### src/shared/svl_regs.vh
`ifndef SVL_REGS_VH
`define SVL_REGS_VH
// command codes on the instrument command port
`define SVL_CMD_RD_OPER_COND 4'h0
`define SVL_CMD_WR_OPER_MASK 4'h1
`define SVL_CMD_RD_OPER_MASK 4'h2
`define SVL_CMD_RD_OPER_EVT 4'h3
`define SVL_CMD_PRESET 4'h4
`define SVL_CMD_RD_FLT_EVT 4'h5
`define SVL_CMD_RD_FLT_COND 4'h6
`define SVL_CMD_WR_FLT_MASK 4'h7
`define SVL_CMD_RD_FLT_MASK 4'h8
`define SVL_CMD_WR_PEND_V 4'h9
`define SVL_CMD_RD_PEND_V 4'hA
`define SVL_CMD_TRIGGER 4'hB
`define SVL_CMD_WR_LIM_BOTH 4'hC
`define SVL_CMD_RD_LIM_BOTH 4'hD
`define SVL_CMD_WR_LIM_NEG 4'hE
`define SVL_CMD_WR_LIM_POS 4'hF
// operation bit positions
`define SVL_OP_LIST_ACTIVE 14
`define SVL_OP_LIST_DONE 12
`define SVL_OP_SAMPLE_DONE 11
`define SVL_OP_CONST_CURRENT 10
`define SVL_OP_PULSE_DONE 9
`define SVL_OP_CONST_VOLTAGE 8
`define SVL_OP_PULSE_PRIMED 6
`define SVL_OP_AWAIT_TRIG 5
`define SVL_OP_USED_MASK 16'h5F60
// fault bit positions
`define SVL_FT_SINKING 14
`define SVL_FT_CURRENT 13
`define SVL_FT_VOLTAGE 12
`define SVL_FT_SECONDARY 6
`define SVL_FT_THERMAL 3
`define SVL_FT_CUR_MODE 1
`define SVL_FT_VOLT_MODE 0
`define SVL_FT_USED_MASK 16'h704B
`define SVL_FT_LATCH_MASK 16'h3000
// reset and preset values
`define SVL_OP_MASK_RESET 16'h0000
`define SVL_FT_MASK_RESET 16'h0000
`define SVL_OP_MASK_PRESET 16'h2001
`define SVL_FT_MASK_PRESET 16'h00FF
`define SVL_ERR_RANGE 16'hFF22
`define SVL_ERR_NONE 16'h0000
`endif

### src/design/svl_status_limits.v
`timescale 1ns/1ps
`include "svl_regs.vh"
// Functional notes
// operation live state follows present condition
// operation bits at documented positions
// summary bit 7 is OR of enabled events
// operation mask reads back as written
// operation events latch, clear on read
// preset loads masks 8193 and 255
// only fault bits 13, 12 latch
// mode fault bits 0, 1 never latch
// fault event read clears register
// fault bits at documented positions
// fault live state, bits 1,0 both allowed
// trigger copies pending voltage to setpoint
// pending above model maximum rejected, error -222
// pending above upper limit clamps to limit
// pending voltage query returns waiting value
// combined limit sets both maxima, range checked
// combined query returns positive then negative
// negative limit command, max 1% over rated
// positive limit command, max 1% over rated
// maxima not retained without persist command
// separate limit queries return one value
// summary bit 3 is OR of enabled faults
// operation event sets on rising condition
// event in clearing read cycle survives
module svl_status_limits (
  // clock and reset
  input wire i_clock,
  input wire i_arst_n,
  // command port
  input wire i_cmd_valid,
  input wire [3:0] i_cmd_code,
  input wire [15:0] i_cmd_data,
  input wire i_cmd_sel_neg,
  // supply live state, from outside the clock domain
  input wire [15:0] i_oper_state,
  input wire [15:0] i_fault_state,
  // model constants
  input wire [15:0] i_model_min,
  input wire [15:0] i_model_max,
  input wire [15:0] i_rated_plus_1pct,
  input wire [15:0] i_upper_voltage_limit,
  // answers
  output reg o_rsp_valid,
  output reg [15:0] o_rsp_data,
  output reg [15:0] o_rsp_data2,
  output reg o_err_valid,
  output reg [15:0] o_err_code,
  // setpoint and summaries
  output reg [15:0] o_setpoint,
  output reg [15:0] o_pos_limit_max,
  output reg [15:0] o_neg_limit_max,
  output reg o_oper_summary,
  output reg o_fault_summary
);

  // three-stage synchronisers; a change counts once stages two and three agree
  reg [15:0] op_s1_q, op_s2_q, op_s3_q, op_live_q;
  reg [15:0] ft_s1_q, ft_s2_q, ft_s3_q, ft_live_q;
  always @(posedge i_clock or negedge i_arst_n) begin
    if (!i_arst_n) begin
      op_s1_q <= 16'h0000;
      op_s2_q <= 16'h0000;
      op_s3_q <= 16'h0000;
      ft_s1_q <= 16'h0000;
      ft_s2_q <= 16'h0000;
      ft_s3_q <= 16'h0000;
    end else begin
      op_s1_q <= i_oper_state;
      op_s2_q <= op_s1_q;
      op_s3_q <= op_s2_q;
      ft_s1_q <= i_fault_state;
      ft_s2_q <= ft_s1_q;
      ft_s3_q <= ft_s2_q;
    end
  end

  // per-bit agreement filter gives the live condition registers
  genvar gi;
  generate
    for (gi = 0; gi < 16; gi = gi + 1) begin : g_live
      always @(posedge i_clock or negedge i_arst_n) begin
        if (!i_arst_n) begin
          op_live_q[gi] <= 1'b0;
          ft_live_q[gi] <= 1'b0;
        end else begin
          if (op_s2_q[gi] == op_s3_q[gi])
            op_live_q[gi] <= op_s3_q[gi];
          if (ft_s2_q[gi] == ft_s3_q[gi])
            ft_live_q[gi] <= ft_s3_q[gi];
        end
      end
    end
  endgenerate

  // unused bit positions of the condition registers always read zero
  wire [15:0] op_cond = op_live_q & `SVL_OP_USED_MASK;
  wire [15:0] ft_cond = ft_live_q & `SVL_FT_USED_MASK;

  // delayed copy of condition to find rising edges
  reg [15:0] op_prev_q, ft_prev_q;
  always @(posedge i_clock or negedge i_arst_n) begin
    if (!i_arst_n) begin
      op_prev_q <= 16'h0000;
      ft_prev_q <= 16'h0000;
    end else begin
      op_prev_q <= op_cond;
      ft_prev_q <= ft_cond;
    end
  end

  wire [15:0] op_rise = op_cond & ~op_prev_q;
  // mode fault bits are never latched, only current and voltage errors
  wire [15:0] ft_rise = ft_cond & ~ft_prev_q & `SVL_FT_LATCH_MASK;

  wire cmd_rd_op_evt = i_cmd_valid && (i_cmd_code == `SVL_CMD_RD_OPER_EVT);
  wire cmd_rd_ft_evt = i_cmd_valid && (i_cmd_code == `SVL_CMD_RD_FLT_EVT);
  wire cmd_preset = i_cmd_valid && (i_cmd_code == `SVL_CMD_PRESET);

  // event and mask registers
  reg [15:0] op_evt_q, op_evt_d, ft_evt_q, ft_evt_d;
  reg [15:0] op_mask_q, ft_mask_q;
  always @* begin
    // clearing read drops held bits, a same-cycle rise still lands
    op_evt_d = (cmd_rd_op_evt ? 16'h0000 : op_evt_q) | op_rise;
    ft_evt_d = (cmd_rd_ft_evt ? 16'h0000 : ft_evt_q) | ft_rise;
  end

  always @(posedge i_clock or negedge i_arst_n) begin
    if (!i_arst_n) begin
      op_evt_q <= 16'h0000;
      ft_evt_q <= 16'h0000;
      op_mask_q <= `SVL_OP_MASK_RESET;
      ft_mask_q <= `SVL_FT_MASK_RESET;
    end else begin
      op_evt_q <= op_evt_d;
      ft_evt_q <= ft_evt_d;
      if (cmd_preset) begin
        op_mask_q <= `SVL_OP_MASK_PRESET;
        ft_mask_q <= `SVL_FT_MASK_PRESET;
      end else if (i_cmd_valid && i_cmd_code == `SVL_CMD_WR_OPER_MASK) begin
        op_mask_q <= i_cmd_data;
      end else if (i_cmd_valid && i_cmd_code == `SVL_CMD_WR_FLT_MASK) begin
        ft_mask_q <= i_cmd_data;
      end
    end
  end

  // summaries registered from next-state so they track events exactly
  always @(posedge i_clock or negedge i_arst_n) begin
    if (!i_arst_n) begin
      o_oper_summary <= 1'b0;
      o_fault_summary <= 1'b0;
    end else begin
      o_oper_summary <= |(op_evt_d & (cmd_preset ? `SVL_OP_MASK_PRESET : op_mask_q));
      o_fault_summary <= |(ft_evt_d & (cmd_preset ? `SVL_FT_MASK_PRESET : ft_mask_q));
    end
  end

  // limit maxima and pending voltage; limits live in volatile flops only,
  // so they are lost at power-up unless the host persists them elsewhere
  reg [15:0] pend_q;
  wire lim_ok = (i_cmd_data >= i_model_min) && (i_cmd_data <= i_rated_plus_1pct);
  wire pend_over_model = i_cmd_data > i_model_max;
  wire pend_over_user = i_cmd_data > i_upper_voltage_limit;

  always @(posedge i_clock or negedge i_arst_n) begin
    if (!i_arst_n) begin
      pend_q <= 16'h0000;
      o_setpoint <= 16'h0000;
      o_pos_limit_max <= 16'h0000;
      o_neg_limit_max <= 16'h0000;
      o_err_valid <= 1'b0;
      o_err_code <= `SVL_ERR_NONE;
    end else begin
      o_err_valid <= 1'b0;
      if (i_cmd_valid) begin
        case (i_cmd_code)
          `SVL_CMD_WR_PEND_V: begin
            if (pend_over_model) begin
              o_err_valid <= 1'b1;
              o_err_code <= `SVL_ERR_RANGE;
            end else if (pend_over_user) begin
              pend_q <= i_upper_voltage_limit;
            end else begin
              pend_q <= i_cmd_data;
            end
          end
          `SVL_CMD_TRIGGER: o_setpoint <= pend_q;
          `SVL_CMD_WR_LIM_BOTH: begin
            if (lim_ok) begin
              o_pos_limit_max <= i_cmd_data;
              o_neg_limit_max <= i_cmd_data;
            end else begin
              o_err_valid <= 1'b1;
              o_err_code <= `SVL_ERR_RANGE;
            end
          end
          `SVL_CMD_WR_LIM_NEG: begin
            if (lim_ok)
              o_neg_limit_max <= i_cmd_data;
            else begin
              o_err_valid <= 1'b1;
              o_err_code <= `SVL_ERR_RANGE;
            end
          end
          `SVL_CMD_WR_LIM_POS: begin
            if (lim_ok)
              o_pos_limit_max <= i_cmd_data;
            else begin
              o_err_valid <= 1'b1;
              o_err_code <= `SVL_ERR_RANGE;
            end
          end
          default: ;
        endcase
      end
    end
  end

  // query answers, one cycle after the command
  always @(posedge i_clock or negedge i_arst_n) begin
    if (!i_arst_n) begin
      o_rsp_valid <= 1'b0;
      o_rsp_data <= 16'h0000;
      o_rsp_data2 <= 16'h0000;
    end else begin
      o_rsp_valid <= 1'b0;
      o_rsp_data2 <= 16'h0000;
      if (i_cmd_valid) begin
        case (i_cmd_code)
          `SVL_CMD_RD_OPER_COND: begin
            o_rsp_valid <= 1'b1;
            o_rsp_data <= op_cond;
          end
          `SVL_CMD_RD_OPER_MASK: begin
            o_rsp_valid <= 1'b1;
            o_rsp_data <= op_mask_q;
          end
          `SVL_CMD_RD_OPER_EVT: begin
            o_rsp_valid <= 1'b1;
            o_rsp_data <= op_evt_q;
          end
          `SVL_CMD_RD_FLT_EVT: begin
            o_rsp_valid <= 1'b1;
            o_rsp_data <= ft_evt_q;
          end
          `SVL_CMD_RD_FLT_COND: begin
            o_rsp_valid <= 1'b1;
            o_rsp_data <= ft_cond;
          end
          `SVL_CMD_RD_FLT_MASK: begin
            o_rsp_valid <= 1'b1;
            o_rsp_data <= ft_mask_q;
          end
          `SVL_CMD_RD_PEND_V: begin
            o_rsp_valid <= 1'b1;
            o_rsp_data <= pend_q;
          end
          `SVL_CMD_RD_LIM_BOTH: begin
            o_rsp_valid <= 1'b1;
            // data bit 0 picks a single-value query, cmd_sel_neg chooses which; else positive then negative
            if (i_cmd_data[0]) begin
              o_rsp_data <= i_cmd_sel_neg ? o_neg_limit_max : o_pos_limit_max;
            end else begin
              o_rsp_data <= o_pos_limit_max;
              o_rsp_data2 <= o_neg_limit_max;
            end
          end
          default: ;
        endcase
      end
    end
  end

endmodule // svl_status_limits

### config.mk
export PLATFORM = sky130hd
export DESIGN_NAME = svl_status_limits
export DESIGN_NICKNAME = d
export VERILOG_FILES = /design/src/design/svl_status_limits.v
export VERILOG_INCLUDE_DIRS = /design/src /design/src/shared
export SDC_FILE = /design/constraint.sdc
export NUM_CORES = 1
export LEC_CHECK = 0
export BUFFER_PORTS_ARGS = -buffer_cell sky130_fd_sc_hd__buf_2
export CORE_MARGIN = 4
export CORE_UTILIZATION = 59
export CTS_CLUSTER_SIZE = 28
export DETAILED_ROUTE_END_ITERATION = 8
export MAX_ROUTING_LAYER = met4
export PLACE_DENSITY = 0.85
export REMOVE_ABC_BUFFERS = 1
export SLEW_MARGIN = 30
export SYNTH_ARGS = -nofsm -noshare
export SYNTH_HDL_FRONTEND = slang
export SYNTH_SLANG_ARGS = --single-unit
### constraint.sdc
create_clock -name i_clock -period 3.55 [get_ports i_clock]
set_input_delay 0.1775 -clock i_clock [delete_from_list [all_inputs] [get_ports i_clock]]
set_output_delay 0.1775 -clock i_clock [all_outputs]
set_load 0.01 [all_outputs]
; Yosys cells after proc, flatten, opt, wreduce, memory -nomap -nowiden
; Cells that the tools add are included.
[classes]
n_eq_ne = 33
n_bitwise = 9
magnitude_cmp = 4
muxes = 25
n_reduce_logical = 24
[op_table]
columns = cell, count
row1 = $mux W16, 17
row2 = $pmux W16 S8, 1
row3 = $and A16 B16 Y16, 2
row4 = $eq A4 B4 Y1 const B, 8
row5 = $gt A16 B16 Y1, 2
row6 = $pmux W16 S2, 1
row7 = $reduce_or A16 Y1, 2
row8 = $and A15 B16 Y16, 1
row9 = $eq A4 B3 Y1 const B, 4
row10 = $ge A16 B16 Y1, 1
row11 = $le A16 B16 Y1, 1
row12 = $not A15 Y16, 1
row13 = $or A16 B14 Y16, 1
row14 = $or A16 B16 Y16, 1
row15 = $eq A1 B1 Y1, 15
row16 = $and A14 B14 Y14, 1
row17 = $not A14 Y14, 1
row18 = $reduce_and A3 Y1, 3
row19 = $eq A4 B2 Y1 const B, 2
row20 = $reduce_bool A8 Y1, 1
row21 = $reduce_or A8 Y1, 1
row22 = $logic_and A1 B1 Y1, 6
row23 = $ne A2 B2 Y1 const B, 3
row24 = $reduce_and A2 Y1, 3
row25 = other kinds (9), 16
[totals]
output_inout_bits = 100
in_bits = 120
elab_cells = 133
ff_bits = 299

; Longest topological paths before layout
; Gate-level depths: netlist of the first run.
[logic_depth]
depth_word = 6
mapped_depth = 10

; Least setup slack after synthesis of the first run
; No wires, ideal clock.
[synth_timing]
path_kind = input -> register
start = input i_upper_voltage_limit[15]
end = register pend_q[10]
setup_time_ps = 125
stages = 9
slack_ps = 1320
arrival_ps = 2106
path_cell_list = inv_1 -> ha_1 -> nand4_1 -> nor3_1 -> a22oi_1 -> a31oi_2 -> buf_4 -> mux2_1 -> mux2_2
[synth_between]
elab_chain_len = 2
[synth_lines]
columns = element, line_no
row1 = start: declaration, svl_status_limits.v:44  ; input wire [15:0] i_upper_voltage_limit,
row2 = $gt A16 B16 Y1, svl_status_limits.v:167  ; wire pend_over_user = i_cmd_data > i_upper_voltage_limit;
row3 = $mux W16, svl_status_limits.v:185  ; end else if (pend_over_user) begin
row4 = end signal: assignment, svl_status_limits.v:186  ; pend_q <= i_upper_voltage_limit;
row5 = end signal: assignment, svl_status_limits.v:188  ; pend_q <= i_cmd_data;
row6 = end: declaration, svl_status_limits.v:164  ; reg [15:0] pend_q;
; No other way between the ends.
; A chain may end at the register's enable or synchronous reset.

; Worst setup path after layout of the first run
[layout_timing]
start = input i_cmd_data[14]
end = register pend_q[2]
[layout_between]
elab_chain_len = 3
word_cells_on_any_way = 5
cone_classes = order compare: 2 / mux: 1 / bitwise: 1 / reduce/logical: 1
[layout_lines]
columns = element, line_no
row1 = start: declaration, svl_status_limits.v:35  ; input wire [15:0] i_cmd_data,
row2 = $gt A16 B16 Y1, svl_status_limits.v:166  ; wire pend_over_model = i_cmd_data > i_model_max;
row3 = $not A1 Y1 (no source line), --
row4 = $reduce_and A3 Y1 (no source line), --
; Parallel ways exist; a longest one is shown, timed or not.

==> results by stage, run 1 <==
Synth:
- The dominant combinational cell family by area after synthesis is compound AO/OA/AOI/OAI gates.
- In this run the cell area of the synthesized design comes to 10800 sq um.
- The post-synthesis compound-gate area fraction came to 0.123.
- The most used flip-flop cell after synthesis is dfrtp_1.
- In the synthesized netlist, the number of instances is 948.
- The share of synthesized cell area in and, or, nand and nor gates is 0.101.
- The portion of synthesized area spent on multiplexers is 0.0901.
- The share of the yosys chip area belonging to registers is 0.546.
- The share of flip-flops with an asynchronous set or reset is 1.00.
- The synthesized design contains 235 register bits.
- Of the total synthesized cell area, the portion taken by full adders, half adders and majority gates is 0.0882.
- The number of warnings issued by yosys is 0.
- Yosys mapped a number of flops with a built-in enable equal to 0.
- Of the total synthesized cell area, the portion taken by XOR and XNOR cells is 0.
- Each instance of the synthesized netlist takes up on average 11.4 sq um.
- The distinct cell type count of the synthesized netlist is 56.

Setup path:
- The worst setup path startpoint is i_cmd_data[14].
- STA classifies the critical path endpoint as a register.
- The endpoint of the worst register-to-register path is o_fault_summary.
- The critical path contains buffers and inverters numbering 2 combined.
- The type of origin of the critical path is an input pin.
- The worst setup path is of the input pin to register kind.
- The delay of the slowest cell on the worst path is 0.45 ns.
- The required time of the critical path is 3.94 ns.
- The worst register-to-register path begins at ft_mask_q[14].
- The dominant delay contributor by cell family on the critical path is multiplexers.
- The worst reg-to-reg setup slack is 1.89 ns.
- The number of cells on the worst reg-to-reg path is 4.
- The signal on the critical path passes through buf_2 > ha_1 > nand4_1 > nor3_1 > a22oi_1 > a31oi_2 > buf_4 > mux2_2 > mux2_2.
- By instance count, the cell type seen most on the critical path is mux2_2.
- The largest fanout on the critical path is 9.
- The signal arrival time at the worst endpoint is 2.65 ns.
- The cell with the biggest individual delay on the critical path is a31oi_2.

Clocking:
- Clock latency on the worst-skew pair, taken at its later pin, is 0.52 ns.
- The clock slew seen by the registers of the worst setup and hold paths is 0.06 ns.
- TritonCTS built the clock tree.
- Once the clock tree was built, the setup fixing pass inserted 0 buffers.
- The clock buffer count from CTS is 24.
- The longest clock path from root to sink contains 3 buffers.
- In this run the number of H-tree levels came out at 1.
- The clock drives 235 sinks.
- CTS placed an instance of clkbuf_16 at the clock tree root.

STA:
- Setup repair after global routing left no endpoint under its margin.
- The worst-case headroom to the max-slew limit is 0.483.
- The share of the cycle needed by the critical path after routing is 0.635.
- The setup clock skew after layout is 0.0116 ns.
- The final hold violation count is 0.
- The achievable clock frequency is 0.444 GHz.
- At the pin with the least slew margin, the transition time is 0.776 ns.
- The final-report max-slew violation count was 0.
- Setup violations remaining at the end of the flow were counted as 0.
- The final period demand of the worst path is 2.25 ns.
- The sum of negative setup slack is 0 ns.

Power:
- The reported net switching power is 0.00205 W.
- Of the total power, the share spent switching nets is 0.276.
- The power per unit of standard cell area is 570 nW/um^2.
- The share of total power dissipated in the clock network is 0.374.
- The combinational cell fraction of total power is 0.168.
- The sequential fraction of design power is 0.457.
- The worst-case IR drop observed on VDD is 0.740 mV.
- The design draws 0.00741 W.
- The internal power of the cells totals 0.00537 W.
- Summed over all cells, the static leakage comes to 6.54 nW.

Finish:
- Of the cells placed in the final design, the portion with a size suffix greater than 1 is 0.287.
- The most common cell after layout, fill and taps aside is dfrtp_1.
- For this run, the post-layout net count is 1343.
- The final non-filler cell area is 13000 sq um.
- Relative to the synthesized area, the layout overhead comes to 20.6%.
- 0 antenna diodes ended up in the layout.
- The core utilization of the finished layout is 0.724.
- Leaving out fill and tap cells, the most frequent cells in the layout are dfrtp_1, buf_2, inv_1.

Die:
- In this run the vertical extent of the chip is 143 um.
- The initialized floorplan defines 49 standard-cell rows.
- The core region is 18000 sq um.
- The floorplan step set the die width to 143 um.
- The effective utilization at floorplan is 0.600.
- The area enclosed by the die boundary is 20500 sq um.
- The count of boundary I/O pins is 220.

Detailed routing:
- The average wire per cell in the routed design is 21.4 um.
- The remaining number of nets flagged by the antenna check after routing is 0.
- The first-pass iteration count of the detailed router is 5.
- The iteration-0 DRC count of the detailed router is 669.
- The final route contains 8542 vias.
- The via density per instance is 6.09.
- For this block, the routed nets add up to 30000 um of wire.
- The number of DRC violations after detailed routing is 0.

GRT:
- The overall routing resource usage is 0.307.
- The initial antenna violation count is 0.
- The first global-routing pass estimated 47200 um of wire.
- The largest net degree at the start of global routing is 86.
- The via count of the first global-routing pass is 8633.
- The total congestion overflow after global routing is 0.

Run:
- The number of violations of the max-capacitance limit is 0.

Placement:
- The instance area at placement is 12000 sq um.
- The detailed placer's ending HPWL is 21100 um.
- Port buffering added 196 buffers.
- The weighted congestion reported at the end of routability-driven placement is 0.939.

Worst hold path:
- The worst min-delay path category is input pin to register.
- Along the worst hold path, the cell count comes to 3.
- For hold timing, the worst endpoint is pend_q[14].
- The launch point of the worst hold path is i_upper_voltage_limit[14].

Outcome:
- The flow ran to the end, and the final reports show no timing, DRC or antenna violations.
power by group through the flow:
| stage | Combinational [W] | Sequential [W] | Clock (W) |
|---|---|---|---|
| after global placement | 0.00118 | 0.00340 | 0 |
| after global routing | 0.00137 | 0.00343 | 0.00292 |
| after detailed placement | 0.00123 | 0.00342 | 0 |
| after floorplan | 0.000571 | 0.00342 | 0 |
| after CTS | 0.00125 | 0.00338 | 0.00280 |
| final | 0.00125 | 0.00339 | 0.00278 |
worst max path at each step:
stage | to | slack [ns] | cells past startpoint
floorplan | pend_q[0] | 1.20 | 8
global placement | pend_q[2] | 0.86 | 9
detailed placement | pend_q[2] | 0.79 | 9
CTS | pend_q[2] | 1.31 | 9
global route | pend_q[4] | 1.19 | 9
finish | pend_q[2] | 1.30 | 9
cell type report:
| class | instances | area, sq um |
|---|---|---|
| clock buffers | 30 | 684 |
| clock inverters | 11 | 193 |
| fillers | 1232 | 4960 |
| inverters | 78 | 293 |
| multi-input cells | 590 | 4360 |
| flip-flops and latches | 235 | 5880 |
| well taps | 229 | 287 |
| repair buffers | 230 | 1300 |
metal layers:
metal,vias to the layer above,wire length [um],GRT usage
met3,118,2710,0.0593
met1,4210,11700,0.399
met4,0,1500,0.119
met2,449,14100,0.482
met5,-,0,-
li1,3765,-,-
what timing repair did:
action                    CTS  global route
resized for setup           0             0
hold buffers               16             0
hold endpoints to repair   90             0
stage by stage:
step | setup WS, ns | instances | hold WS, ns
6_report | 1.30 | 1403 | 0.0269
5_1_grt | 1.19 | 1403 | 0.0439
4_1_cts | 1.31 | 1403 | 0.0210
3_5_place_dp | 0.787 | 1346 | 0.191
3_3_place_gp | 0.860 | 1346 | 0.184
2_1_floorplan | 1.20 | 903 | -0.118
tightest hold or removal path: cells and delay by family:
kind     cells  cell delay, ns
buf+inv      1            0.09
mux          2            0.24
synthesized netlist by cell type, types with 2 or more instances:
| master | count | share of area |
|---|---|---|
| dfrtp_1 | 235 | 0.55 |
| inv_1 | 78 | 0.027 |
| nand2_1 | 72 | 0.025 |
| mux2_2 | 70 | 0.073 |
| a21oi_1 | 68 | 0.032 |
| ha_1 | 64 | 0.074 |
| nor2_1 | 41 | 0.014 |
| and2_1 | 38 | 0.022 |
| a22o_1 | 28 | 0.023 |
| a22oi_1 | 26 | 0.018 |
| o21ai_0 | 25 | 0.012 |
| nand3_1 | 21 | 0.0098 |
| clkbuf_1 | 20 | 0.0070 |
| buf_4 | 18 | 0.013 |
| maj3_1 | 15 | 0.014 |
| nand4_1 | 13 | 0.0075 |
| buf_2 | 11 | 0.0051 |
| mux2_1 | 10 | 0.010 |
| nor3_1 | 8 | 0.0037 |
| a221oi_1 | 7 | 0.0057 |
| a31oi_1 | 7 | 0.0041 |
| mux2i_1 | 7 | 0.0065 |
| nor2b_1 | 6 | 0.0035 |
| nand2b_1 | 5 | 0.0029 |
| a222oi_1 | 4 | 0.0037 |
| a211oi_1 | 3 | 0.0021 |
| a21o_1 | 3 | 0.0021 |
| a41oi_1 | 3 | 0.0024 |
| nand3_2 | 3 | 0.0028 |
| nor4_1 | 3 | 0.0017 |
| o211ai_1 | 3 | 0.0021 |
| o21ai_1 | 3 | 0.0014 |
| o22ai_1 | 3 | 0.0017 |
| a32o_1 | 2 | 0.0019 |
| and3_1 | 2 | 0.0012 |
| o221ai_1 | 2 | 0.0016 |
| or2_2 | 2 | 0.0012 |
kinds of logic after synthesis:
family	count (synthesis)
flip-flops	235
AND/OR/NAND/NOR	220
AO/OA/AOI/OAI	198
buffers and inverters	128
multiplexers	87
adder cells (fa/ha/maj)	79
other	1
Note: power is estimated with default switching activity, not from simulation.
==> inputs of run 2 (changes only) <==
CORE_UTILIZATION = 55   (was 59)
PLACE_DENSITY = 0.8   (was 0.85)
clock period = 2.4 ns   (was 3.55 ns; I/O delays follow)
==> run 2 against run 1 <==
Net effect:
- first-iteration DRC count up 12%
- wire length up 3.5%
- core utilization down 1.9 points
- design area up 3.0%
- worst setup slack worse by 1.3 ns
- power up 43%
- hold slack worse by 0.019 ns
- register-to-register slack worse by 1.2 ns
- non-clock buffer count up 44
- clock skew down 0.0055 ns
- clock power up 32%
- combinational power up 54%
==> results by stage, run 2 (synthesis gave the netlist of run 1 again) <==
STA:
- The number of endpoints failing setup at the final stage was 0 (unchanged).
- After layout, the minimum clock period comes to 2.38 ns.
- The worst-case headroom to the max-slew limit is 0.538 (was 0.483).
- The final hold violation count is 0 (unchanged).
- The setup clock skew after layout is 0.00604 ns (was 0.0116 ns).
- The sum of negative setup slack is 0 ns (unchanged).
- The achievable clock frequency is 0.421 GHz.
- The share of the cycle needed by the critical path after routing is 0.990.
- The transition at the pin with the smallest max-transition slack is 0.689 ns (was 0.776 ns).
- The final-report max-slew violation count is 0 (unchanged).

Die:
- The effective utilization at floorplan is 0.567 (was 0.600).
- The floorplan die height is 148 um (was 143 um).
- The count of boundary I/O pins is 220 (unchanged).
- The placeable core area is 19000 sq um (was 18000 sq um).
- The number of rows created at floorplan was 50 (was 49).
- The die extent in x is 148 um (was 143 um).
- The area enclosed by the die boundary is 21900 sq um (was 20500 sq um).

Power:
- The worst-case vdd ir drop is 0.635 mV (was 0.740 mV).
- The reported leakage power was 6.73 nW (was 6.54 nW).
- The power per unit of standard cell area came to 792 nW/um^2 (was 570 nW/um^2).

Setup path:
- The worst reg-to-reg setup slack is 0.73 ns (was 1.89 ns).
- Ordered list of cells on the worst path: dlygate4sd3_1 > buf_2 > inv_1 > ha_1 > nand4_1 > nor2_1 > a311oi_2 > a31oi_4 > buf_4 > mux2_1 > mux2_2 (was buf_2 > ha_1 > nand4_1 > nor3_1 > a22oi_1 > a31oi_2 > buf_4 > mux2_2 > mux2_2).
- The signal arrival time at the worst endpoint is 2.77 ns (was 2.65 ns).
- The cell count along the critical path is 11 (was 9).
- The number of cells on the worst reg-to-reg path is 5 (was 4).
- The type of origin of the critical path is an input pin (unchanged).
- The worst flop-to-flop path startpoint was ft_mask_q[14] (unchanged).
- The largest fanout on the critical path came to 5 (was 9).
- The type of the setup path with the least slack was input pin to register (unchanged).
- The dominant delay contributor by cell family on the critical path is buffers and inverters (was multiplexers).
- The delay of the slowest cell on the worst path was 0.54 ns (was 0.45 ns).
- The worst setup path startpoint is i_upper_voltage_limit[14] (was i_cmd_data[14]).
- The required time of the critical path is 2.80 ns (was 3.94 ns).
- The cell with the biggest individual delay on the critical path is dlygate4sd3_1 (was a31oi_2).
- The nature of the critical path endpoint is a register (unchanged).
- The number of buffer and inverter instances along the worst setup path is 4 (was 2).

GRT:
- The first-pass GRT wire length is 48400 um (was 47200 um).
- The via count of the first global-routing pass is 8714 (was 8633).
- The total congestion overflow after global routing came to 0 (unchanged).
- The overall routing resource usage came to 0.291 (was 0.307).
- The initial antenna violation count is 1 (was 0).
- The largest net degree at the start of global routing came to 84 (was 86).

Finish:
- The most common cell after layout, fill and taps aside was dfrtp_1 (unchanged).
- The final non-filler cell area is 13400 sq um (was 13000 sq um).
- The post-synthesis to final-layout area growth was 24.3% (was 20.6%).
- The area of the multi-input gates was 4400 sq um (was 4360 sq um).
- The share of layout cells above drive strength 1 is 0.302 (was 0.287).
- The area occupied by registers is 5880 sq um (unchanged).
- Leading cell types in the layout, fill and taps excluded: dfrtp_1, buf_2, inv_1 (unchanged).
- The fill cell instance count of the final layout is 1440 (was 1232).
- The number of nets in the layout is 1387 (was 1343).

Worst hold path:
- The cell depth of the worst hold path came to 3 (unchanged).
- The launch point of the worst hold path is i_upper_voltage_limit[9] (was i_upper_voltage_limit[14]).
- The worst min-delay path category is input pin to register (unchanged).

Clocking:
- The CTS H-tree depth is 1 (unchanged).
- The clock buffer count from CTS is 24 (unchanged).
- The clock root buffer is clkbuf_16 (unchanged).
- The clock tree from TritonCTS is done (unchanged).
- The number of buffers on the longest clock path was 3 (unchanged).
- The later-pin clock latency in the skew report is 0.51 ns (was 0.52 ns).
- The clock slew seen by the registers of the worst setup and hold paths is 0.06 ns (about the same).
- The number of clock sinks is 235 (unchanged).

Detailed routing:
- The iteration-0 DRC count of the detailed router came to 747 (was 669).
- The first-pass iteration count of the detailed router is 5 (unchanged).
- The via count of the routed design was 8502 (was 8542).
- The sum of routed wire length over all layers is 31000 um (was 30000 um).
- The via density per instance is 5.74 (was 6.09).
- The number of DRC violations after detailed routing was 0 (unchanged).
- The remaining number of nets flagged by the antenna check after routing is 0 (unchanged).
- The average wire per cell in the routed design is 20.9 um (was 21.4 um).

Outcome:
- Run status: completed (unchanged).

Placement:
- The number of buffers inserted by port buffering came to 196 (unchanged).
- The weighted congestion reported at the end of routability-driven placement is 0.956 (was 0.939).
- The detailed placer's ending HPWL is 22300 um (was 21100 um).
- The instance area at placement came to 12300 sq um (was 12000 sq um).

Run:
- The number of violations of the max-capacitance limit is 0 (unchanged).
[run 2: path summary, 6_finish.rpt]
| check | to |
|---|---|
| worst max-delay path | pend_q[5] |
| worst min-delay path | pend_q[9] |
| worst max register to register | o_fault_summary |
| worst min register to register | ft_s2_q[14] |
| max in group asynchronous | ft_s1_q[6] |
| min in group asynchronous | o_rsp_data2[4] |
[run 2: routing by layer]
layer | vias up | share of wire | GRT usage | wire length [um]
met5 | - | 0 | - | 0
met4 | 0 | 0.035 | 0.0993 | 1080
met3 | 79 | 0.078 | 0.0463 | 2430
met2 | 383 | 0.47 | 0.459 | 14700
met1 | 4195 | 0.41 | 0.389 | 12800
li1 | 3845 | - | - | -
[run 2: repair_timing]
action | CTS | global route
endpoints found under the hold margin | 139 | 0
endpoints found under the setup margin | 0 | 16
buffers inserted | 0 | 1
gates resized for setup | 0 | 6
hold buffers | 28 | 0
[run 2: worst reg2reg max path, stage by stage (launching register included)]
cell	delay, ns
dfrtp_1	0.41
a22oi_1	0.25
nand3_1	0.10
a222oi_1	0.48
buf_4	0.21
o21ai_0	0.09
[run 2: area by class of cell]
class                      count  area share
antenna                        1    0.000187
clock buffer                  35      0.0525
clock inverter                 9     0.00589
inverter                      78      0.0219
multi-input combinational    590       0.328
sequential                   235       0.439
tap                          260      0.0243
timing repair buffer         274       0.128
[run 2: stage by stage]
stage	hold slack, ns	power (W)	setup slack [ns]	util	instances
6_report	0.00795	0.0106	0.0233	0.704	1482
5_1_grt	0.0111	0.0111	-0.108	0.704	1482
4_1_cts	0.00281	0.0106	0.0888	0.702	1480
3_5_place_dp	0.0688	0.00693	0.00680	0.646	1408
3_3_place_gp	0.0749	0.00684	0.113	0.645	1408
2_1_floorplan	-0.176	0.00590	0.107	-	903
[run 2: power by group]
group          total (W)  internal (W)  switching [W]  leakage, nW
Sequential       0.00502       0.00453       0.000493         2.91
Combinational    0.00192      0.000911        0.00101         3.44
Clock            0.00366       0.00214        0.00151        0.382
Total             0.0106       0.00759        0.00302         6.73
